<file path="config.mk">
export PLATFORM = sky130hd
export DESIGN_NAME = status_lamp_error_signaler
export DESIGN_NICKNAME = d
export VERILOG_FILES = /design/src/rtl/lamp_pkg.sv /design/src/rtl/code_flasher.sv /design/src/rtl/status_lamp_error_signaler.sv
export VERILOG_INCLUDE_DIRS = /design/src /design/src/rtl
export SDC_FILE = /design/constraint.sdc
export NUM_CORES = 1
export LEC_CHECK = 0
export BUFFER_PORTS_ARGS = -buffer_cell sky130_fd_sc_hd__buf_4
export CORE_MARGIN = 4
export CORE_UTILIZATION = 59
export CTS_CLUSTER_DIAMETER = 100
export DETAILED_ROUTE_END_ITERATION = 12
export PLACE_DENSITY = 0.87
export SLEW_MARGIN = 20
export SYNTH_ARGS = -nofsm -noshare
export SYNTH_HDL_FRONTEND = slang
export SYNTH_HIERARCHICAL = 1
export SYNTH_SLANG_ARGS = --single-unit
</file>
<file path="constraint.sdc">
create_clock -name ref_clk -period 9 [get_ports ref_clk]
set_input_delay 1.8 -clock ref_clk [delete_from_list [all_inputs] [get_ports ref_clk]]
set_output_delay 1.8 -clock ref_clk [all_outputs]
set_load 0.05 [all_outputs]
</file>
<file path="src/rtl/lamp_defines.svh">
`ifndef LAMP_DEFINES_SVH
`define LAMP_DEFINES_SVH
// self-test budget and lamp timing in milliseconds, and the clock in hertz
`define SELFTEST_LIMIT_MS 3000
`define CLK_HZ 20000000
`define LONG_PULSE_MS 600
`define SHORT_PULSE_MS 150
`define BIT_GAP_MS 300
`define CODE_PAUSE_MS 2000
`define BLINK_HALF_MS 250
`define MS_CYCLES(ms) ((ms) * (`CLK_HZ / 1000))
// error code ranges, upper nibble
`define CODE_CLASS_SW 4'ha
`define CODE_CLASS_HW 4'hb
`define CODE_CLASS_OP 4'hc
// status byte field positions and reset value
`define STAT_ERR_BIT 0
`define STAT_RESET 8'h00
`endif

</file>
<file path="src/rtl/lamp_pkg.sv">
package lamp_pkg;
  typedef enum logic [2:0] {
    ST_TEST = 3'b000,
    ST_BLINK = 3'b001,
    ST_BOOT = 3'b010,
    ST_OFF = 3'b011,
    ST_FAIL = 3'b100
  } phase_e;
  typedef struct packed {
    logic valid;
    logic [7:0] code;
    logic steady;
  } fault_s;
  typedef struct packed {
    logic self_test;
    logic transmit;
    logic bus_cycle;
  } lamps_s;
endpackage

</file>
<file path="src/rtl/code_flasher.sv">
`timescale 1ns/1ns
`include "lamp_defines.svh"
// serialises an 8-bit code, msb first, as long/short pulses, repeating with a pause
module code_flasher #(
  parameter int unsigned LONG_CYC = `MS_CYCLES(`LONG_PULSE_MS),
  parameter int unsigned SHORT_CYC = `MS_CYCLES(`SHORT_PULSE_MS),
  parameter int unsigned GAP_CYC = `MS_CYCLES(`BIT_GAP_MS),
  parameter int unsigned PAUSE_CYC = `MS_CYCLES(`CODE_PAUSE_MS)
) (
  input wire logic ref_clk,
  input wire logic srst,
  input wire logic run,
  input wire logic [7:0] code,
  output logic lamp
);
  logic [31:0] cnt_r;
  logic [2:0] bit_r;
  logic on_r;
  logic pause_r;
  logic lamp_r;
  logic [31:0] lit_len_r;
  logic lit_bit_r;
  logic [3:0] pulse_cnt_r;
  wire cur_bit = code[bit_r];
  wire [31:0] pulse_len = cur_bit ? LONG_CYC : SHORT_CYC; // one = long, zero = short
  wire [31:0] span = pause_r ? PAUSE_CYC : (on_r ? pulse_len : GAP_CYC);
  wire span_done = (cnt_r >= span - 32'h1);
  wire pulse_start = !lamp_r && on_r && !pause_r;
  assign lamp = lamp_r;
  // phases: pulse on, gap off, and after bit 0 a long pause to mark the start
  always_ff @(posedge ref_clk) begin
    if (srst || !run) begin
      cnt_r <= 32'h0;
      bit_r <= 3'h7;
      on_r <= 1'b1;
      pause_r <= 1'b0;
      lamp_r <= 1'b0;
    end else begin
      lamp_r <= on_r && !pause_r;
      cnt_r <= span_done ? 32'h0 : cnt_r + 32'h1;
      if (span_done) begin
        if (pause_r) begin
          pause_r <= 1'b0;
          on_r <= 1'b1;
          bit_r <= 3'h7;
        end else if (on_r) begin
          on_r <= 1'b0;
        end else if (bit_r == 3'h0) begin
          pause_r <= 1'b1;
        end else begin
          on_r <= 1'b1;
          bit_r <= bit_r - 3'h1;
        end
      end
    end
  end
  // checker helpers: length of the current lit stretch, the bit it shows, pulses in this frame
  always_ff @(posedge ref_clk) begin
    if (srst || !run) begin
      lit_len_r <= 32'h0;
      lit_bit_r <= 1'b0;
      pulse_cnt_r <= 4'h0;
    end else begin
      lit_len_r <= lamp_r ? lit_len_r + 32'h1 : 32'h0;
      if (pulse_start) begin
        lit_bit_r <= cur_bit;
      end
      pulse_cnt_r <= pause_r ? 4'h0 : pulse_cnt_r + {3'h0, pulse_start};
    end
  end
endmodule

</file>
<file path="src/rtl/status_lamp_error_signaler.sv">
`timescale 1ns/1ns
`include "lamp_defines.svh"
module status_lamp_error_signaler #(
  parameter int unsigned LIMIT_CYC = `MS_CYCLES(`SELFTEST_LIMIT_MS),
  parameter int unsigned BLINK_CYC = `MS_CYCLES(`BLINK_HALF_MS),
  parameter int unsigned LONG_CYC = `MS_CYCLES(`LONG_PULSE_MS),
  parameter int unsigned SHORT_CYC = `MS_CYCLES(`SHORT_PULSE_MS),
  parameter int unsigned GAP_CYC = `MS_CYCLES(`BIT_GAP_MS),
  parameter int unsigned PAUSE_CYC = `MS_CYCLES(`CODE_PAUSE_MS)
) (
  input wire logic ref_clk,
  input wire logic srst,
  input wire logic bus_init,
  input wire logic host_reset_read,
  input wire logic test_done,
  input wire logic test_pass,
  input wire lamp_pkg::fault_s fault_in,
  input wire logic init_received,
  input wire logic transmitting,
  input wire logic bus_cycle_active,
  input wire logic bus_timeout_option,
  input wire logic network_boot_option,
  output lamp_pkg::lamps_s lamps,
  output logic [7:0] status_byte,
  output logic net_boot_start,
  output logic await_host,
  output logic test_overrun,
  output logic [1:0] code_class
);
  lamp_pkg::phase_e phase_r;
  lamp_pkg::phase_e phase_nxt;
  logic [31:0] tmr_r;
  logic [31:0] blink_cnt_r;
  logic blink_r;
  logic [7:0] code_r;
  logic steady_r;
  logic pass_r;
  logic boot_r;
  logic overrun_r;
  logic flash_lamp;
  logic st_lamp_r;
  logic tx_lamp_r;
  logic bus_lamp_r;
  // any of the three reset sources restarts the whole sequence
  wire restart = srst || bus_init || host_reset_read;
  wire in_test = (phase_r == lamp_pkg::ST_TEST);
  wire in_fail = (phase_r == lamp_pkg::ST_FAIL);
  wire fault_now = fault_in.valid;
  // a configuration fault may arrive from blink, boot or off as well as from test
  wire fault_take = fault_now && (phase_r != lamp_pkg::ST_FAIL);
  wire blink_wrap = (blink_cnt_r >= BLINK_CYC - 32'h1);
  wire [3:0] class_nib = code_r[7:4];
  // phase sequencing; a fault always wins over pass or init in the same cycle
  always_comb begin
    phase_nxt = phase_r;
    unique case (phase_r)
      lamp_pkg::ST_TEST: begin
        if (fault_take) begin
          phase_nxt = lamp_pkg::ST_FAIL;
        end else if (test_done && test_pass) begin
          phase_nxt = network_boot_option ? lamp_pkg::ST_BOOT : lamp_pkg::ST_BLINK;
        end else if (test_done) begin
          phase_nxt = lamp_pkg::ST_FAIL;
        end
      end
      lamp_pkg::ST_BLINK, lamp_pkg::ST_BOOT: begin
        if (fault_take) begin
          phase_nxt = lamp_pkg::ST_FAIL;
        end else if (init_received) begin
          phase_nxt = lamp_pkg::ST_OFF;
        end
      end
      lamp_pkg::ST_OFF: begin
        if (fault_take) begin
          phase_nxt = lamp_pkg::ST_FAIL;
        end
      end
      lamp_pkg::ST_FAIL: begin
        phase_nxt = lamp_pkg::ST_FAIL;
      end
      default: begin
        phase_nxt = lamp_pkg::ST_TEST;
      end
    endcase
  end
  // phase register
  always_ff @(posedge ref_clk) begin
    if (restart) begin
      phase_r <= lamp_pkg::ST_TEST;
    end else begin
      phase_r <= phase_nxt;
    end
  end
  // self-test budget timer; a test that runs past it is flagged and its lamp held steady
  always_ff @(posedge ref_clk) begin
    if (restart) begin
      tmr_r <= 32'h0;
      overrun_r <= 1'b0;
    end else if (in_test) begin
      tmr_r <= tmr_r + 32'h1;
      overrun_r <= overrun_r || (tmr_r >= LIMIT_CYC - 32'h1);
    end
  end
  // latch the fault code and display mode; no code given means steady lamp
  always_ff @(posedge ref_clk) begin
    if (restart) begin
      code_r <= 8'h00;
      steady_r <= 1'b1;
    end else if (fault_take) begin
      code_r <= fault_in.code;
      steady_r <= fault_in.steady;
    end else if (in_test && overrun_r) begin
      steady_r <= 1'b1;
    end
  end
  // even blink: equal on and off halves from one counter
  always_ff @(posedge ref_clk) begin
    if (restart || in_test) begin
      blink_cnt_r <= 32'h0;
      blink_r <= 1'b1;
    end else begin
      blink_cnt_r <= blink_wrap ? 32'h0 : blink_cnt_r + 32'h1;
      if (blink_wrap) begin
        blink_r <= !blink_r;
      end
    end
  end
  // status pass bit stays zero from reset until a clean pass
  always_ff @(posedge ref_clk) begin
    if (restart) begin
      pass_r <= 1'b0;
    end else if (fault_take || in_fail) begin
      pass_r <= 1'b0;
    end else if (in_test && test_done && test_pass) begin
      pass_r <= 1'b1;
    end
  end
  // one-cycle start request for the network download
  always_ff @(posedge ref_clk) begin
    if (restart) begin
      boot_r <= 1'b0;
    end else begin
      boot_r <= in_test && (phase_nxt == lamp_pkg::ST_BOOT);
    end
  end
  code_flasher #(
    .LONG_CYC(LONG_CYC),
    .SHORT_CYC(SHORT_CYC),
    .GAP_CYC(GAP_CYC),
    .PAUSE_CYC(PAUSE_CYC)
  ) i_code_flasher (
    .ref_clk(ref_clk),
    .srst(restart),
    .run(in_fail && !steady_r),
    .code(code_r),
    .lamp(flash_lamp)
  );
  // self-test lamp; every restart source lights it at once, not only the pin reset
  always_ff @(posedge ref_clk) begin
    if (restart) begin
      st_lamp_r <= 1'b1;
    end else begin
      unique case (phase_nxt)
        lamp_pkg::ST_TEST: st_lamp_r <= 1'b1;
        lamp_pkg::ST_BLINK, lamp_pkg::ST_BOOT: st_lamp_r <= blink_r;
        lamp_pkg::ST_OFF: st_lamp_r <= 1'b0;
        lamp_pkg::ST_FAIL: st_lamp_r <= steady_r || flash_lamp;
        default: st_lamp_r <= 1'b1;
      endcase
    end
  end
  // activity lamps follow their inputs; the bus lamp simply follows, so a hung cycle stays lit
  always_ff @(posedge ref_clk) begin
    if (srst) begin
      tx_lamp_r <= 1'b0;
      bus_lamp_r <= 1'b0;
    end else begin
      tx_lamp_r <= transmitting;
      bus_lamp_r <= bus_cycle_active;
    end
  end
  assign lamps.self_test = st_lamp_r;
  assign lamps.transmit = tx_lamp_r;
  assign lamps.bus_cycle = bus_lamp_r;
  assign status_byte = {7'h00, pass_r};
  assign net_boot_start = boot_r;
  assign await_host = (phase_r == lamp_pkg::ST_BLINK);
  assign test_overrun = overrun_r && in_test;
  // class of the latched code: 1 config, 2 hardware, 3 operation, 0 other
  assign code_class = (class_nib == `CODE_CLASS_SW) ? 2'h1 :
                      (class_nib == `CODE_CLASS_HW) ? 2'h2 :
                      (class_nib == `CODE_CLASS_OP) ? 2'h3 : 2'h0;
  // helper age of the test phase, kept apart from the budget timer so the check stands alone
  int unsigned test_age_r;
  always_ff @(posedge ref_clk) begin
    if (restart) begin
      test_age_r <= 0;
    end else if (in_test) begin
      test_age_r <= test_age_r + 1;
    end
  end
endmodule

</file>
==> metrics.md <==
| Metric | Value |
|---|---|
| P_leak | `approximately 2.5 nW` |
| Fin crit period | `~3.6 ns` |
| Hold Vio Cnt, Final | `0` |
| Reg-to-Reg Start | `i_code_flasher/bit_r[0]` |
| # IOs | `37` |
| Post-route ant nets | `0` |
| VDD IR max | `0.158 mV` |
| Count of cell types in the netlist | `57` |
| Synth top area cells | `dfxtp_1 (42%), xor2_1 (7.7%), nor2_1 (7.5%)` |
| # rows | `35` |
| Status | `finished, final reports clean` |
| Worst path required time | `~7 ns` |
| Synth warn | `6` |
| Final GP Congestion | `just over 0.8` |
| CTS tree | `built` |
| Die area | `11400 µm²` |
| First-pass GRT wire length | `approximately 22 mm` |
| Routed len/inst | `about 15 µm` |
| Setup repair bufs after CTS | `0` |
| ANT cells | `0` |
| Drt drc | `0` |
| Port bufs | `28` |
| Flops & latches, synth | `between 100 and 150` |
| Die Y | `~110 µm` |
| Largest net degree at the start of global routing | `48` |
| Setup TNS | `0 ns` |
| # hold bufs at CTS | `0` |
| Critical Path Source Type | `flip-flop` |
| Die width | `107 µm` |
| RSZ-0062 raised after global routing | `false` |
| Crit end category | `output pin` |
| Congestion Overflow GR | `0` |
| Critical path type | `reg -> out` |
| Type of the tightest min-delay check | `reg -> reg` |
| Hold Startpoint | `code_r[3]` |
| Vias | `4827` |
| Setup Skew | `~0.014 ns` |
| Max-cap check violation count | `0` |
| Root Buffer | `clkbuf_8` |
| Clock Tree Buf Depth | `2` |
| Vias in the first global route | `4799` |
| Rel. slew slack | `0.361` |
| Setup ws final | `around 5.4 ns` |
| Clock-pin slew on the worst setup and hold paths | `approximately 0.060 ns` |
| Clock sinks | `around 120` |
| Drt pass-1 iters | `5` |
| CTS buffer count | `17` |
| Critical Path Start | `phase_r[1]` |
| Post-synth EDFFs | `0` |
| Clk_lat worst skew | `0.53 ns` |
| H-tree depth | `4` |
| Post-CTS Resized | `0` |
| Worst Path Arrival | `roughly 1.8 ns` |
| Pre-CTS setup slack | `5.03 ns` |
| Top-count cell post-synth | `dfxtp_1` |
| Final setup fails | `0` |
| Syn_area_per_cell | `~8.6 µm²` |
| Routed WL | `roughly 13 mm` |
| GRT Total Usage | `0.235` |
| Initial antenna violation count | `0` |
| HPWL Detailed | `between 8 and 9 mm` |
| Starting DRT DRC Count | `roughly 370` |
| Routed vias/inst | `5.69` |
| Synth top cells by count | `dfxtp_1 (121), nor2_1 (115), nand2_1 (58)` |
| Largest area contributor in the netlist | `dfxtp_1` |
| Share of cells above drive strength 1 | `0.104` |
| Register area share after synthesis | `0.420` |
| Cell area after synthesis | `5770 µm²` |
| Area growth, synth to finish | `13.9%` |
| Slew Viols, Final | `0` |
| Fmax | `~280 MHz` |
| Synth Instances | `669` |
| Nets@finish | `753` |
| Pwr dens | `around 180 nW/µm²` |
| Final period util | `0.397` |
| Top cell type's share of synthesized area | `0.420` |
| Synth async-reset ratio | `0` |
| CP max FO | `10` |
| Floorplan core area | `approximately 9400 µm²` |
| Initial Util | `0.616` |
| Prevailing post-synth register cell | `dfxtp_1` |
| Worst slew pin tran | `~0.96 ns` |
final timing paths:
| path | slack, ns | cells past startpoint | to |
|---|---|---|---|
| min reg2reg | 0.46 | 2 | code_r[3] |
| min | 0.46 | 2 | code_r[3] |
| max reg2reg | 5.71 | 13 | i_code_flasher/bit_r[0] |
| max | 5.43 | 3 | test_overrun |
registers in the layout (all words and copies together), names as in the netlist, 3 cells and up:
register,flops
blink_cnt_r,32
i_code_flasher/cnt_r,32
tmr_r,32
code_r,8
i_code_flasher/bit_r,3
phase_r,3
worst max-delay path, stage by stage (launching register included):
cell and delay (ns):
dfxtp_1 0.39, nor3_4 0.42, and2_1 0.23, buf_4 0.21
routing by layer:
metal / GRT usage / part of all wire
met5: 0 / 0
met4: 0.114 / 0.014
met3: 0.0536 / 0.054
met2: 0.417 / 0.53
met1: 0.264 / 0.40
layout make-up:
class,count,area (µm²)
repair buffers,29,218
well taps,129,161
flip-flops and latches,121,2420
fillers,728,2800
inverters,21,78.8
multi-input cells,517,3160
clock inverters,13,96.3
clock buffers,19,442
cell families (layout without fill, tap and decap cells):
group / count (synthesis) / after routing / share of synthesized area
AO/OA/AOI/OAI: 73 / 73 / 0.0789
XOR/XNOR: 76 / 76 / 0.115
adder cells (fa/ha/maj): 25 / 25 / 0.0542
buffers and inverters: 51 / 82 / 0.0466
flip-flops: 121 / 121 / 0.420
multiplexers: 3 / 3 / 0.00975
other: 3 / 23 / 0.00195
AND/OR/NAND/NOR: 317 / 317 / 0.274
power breakdown:
group	leakage (nW)	switching, W	total (W)	internal [W]
clock	0.253	0.000253	0.000606	0.000353
sequential	0.981	0.00000281	0.000544	0.000541
combinational	1.25	0.0000231	0.0000347	0.0000117
cells in the final DEF, fill, tap and decap left out, types with 23 or more instances in the layout:
| master | Yosys | layout |
|---|---|---|
| dfxtp_1 | 121 | 121 |
| conb_1 | 3 | 23 |
| nand2_1 | 58 | 58 |
| nor2_1 | 115 | 115 |
| ha_1 | 25 | 25 |
| a21oi_1 | 28 | 28 |
| buf_4 | 13 | 29 |
| xor2_1 | 51 | 51 |
| nand4_1 | 29 | 29 |
| xnor2_1 | 25 | 25 |
| nand3_1 | 44 | 44 |
metrics by stage:
stage	total power [W]	std cells	utilization	instance area [µm²]	hold WS [ns]
5_1_grt	0.00122	849	0.702	6580	0.499
2_1_floorplan	0.000581	689	-	5850	0.430
3_5_place_dp	0.000589	817	0.644	6040	0.448
3_3_place_gp	0.000588	817	0.644	6040	0.441
6_report	0.00118	849	0.702	6580	0.456
4_1_cts	0.00119	849	0.702	6580	0.457
Note: power is estimated with default switching activity, not from simulation.
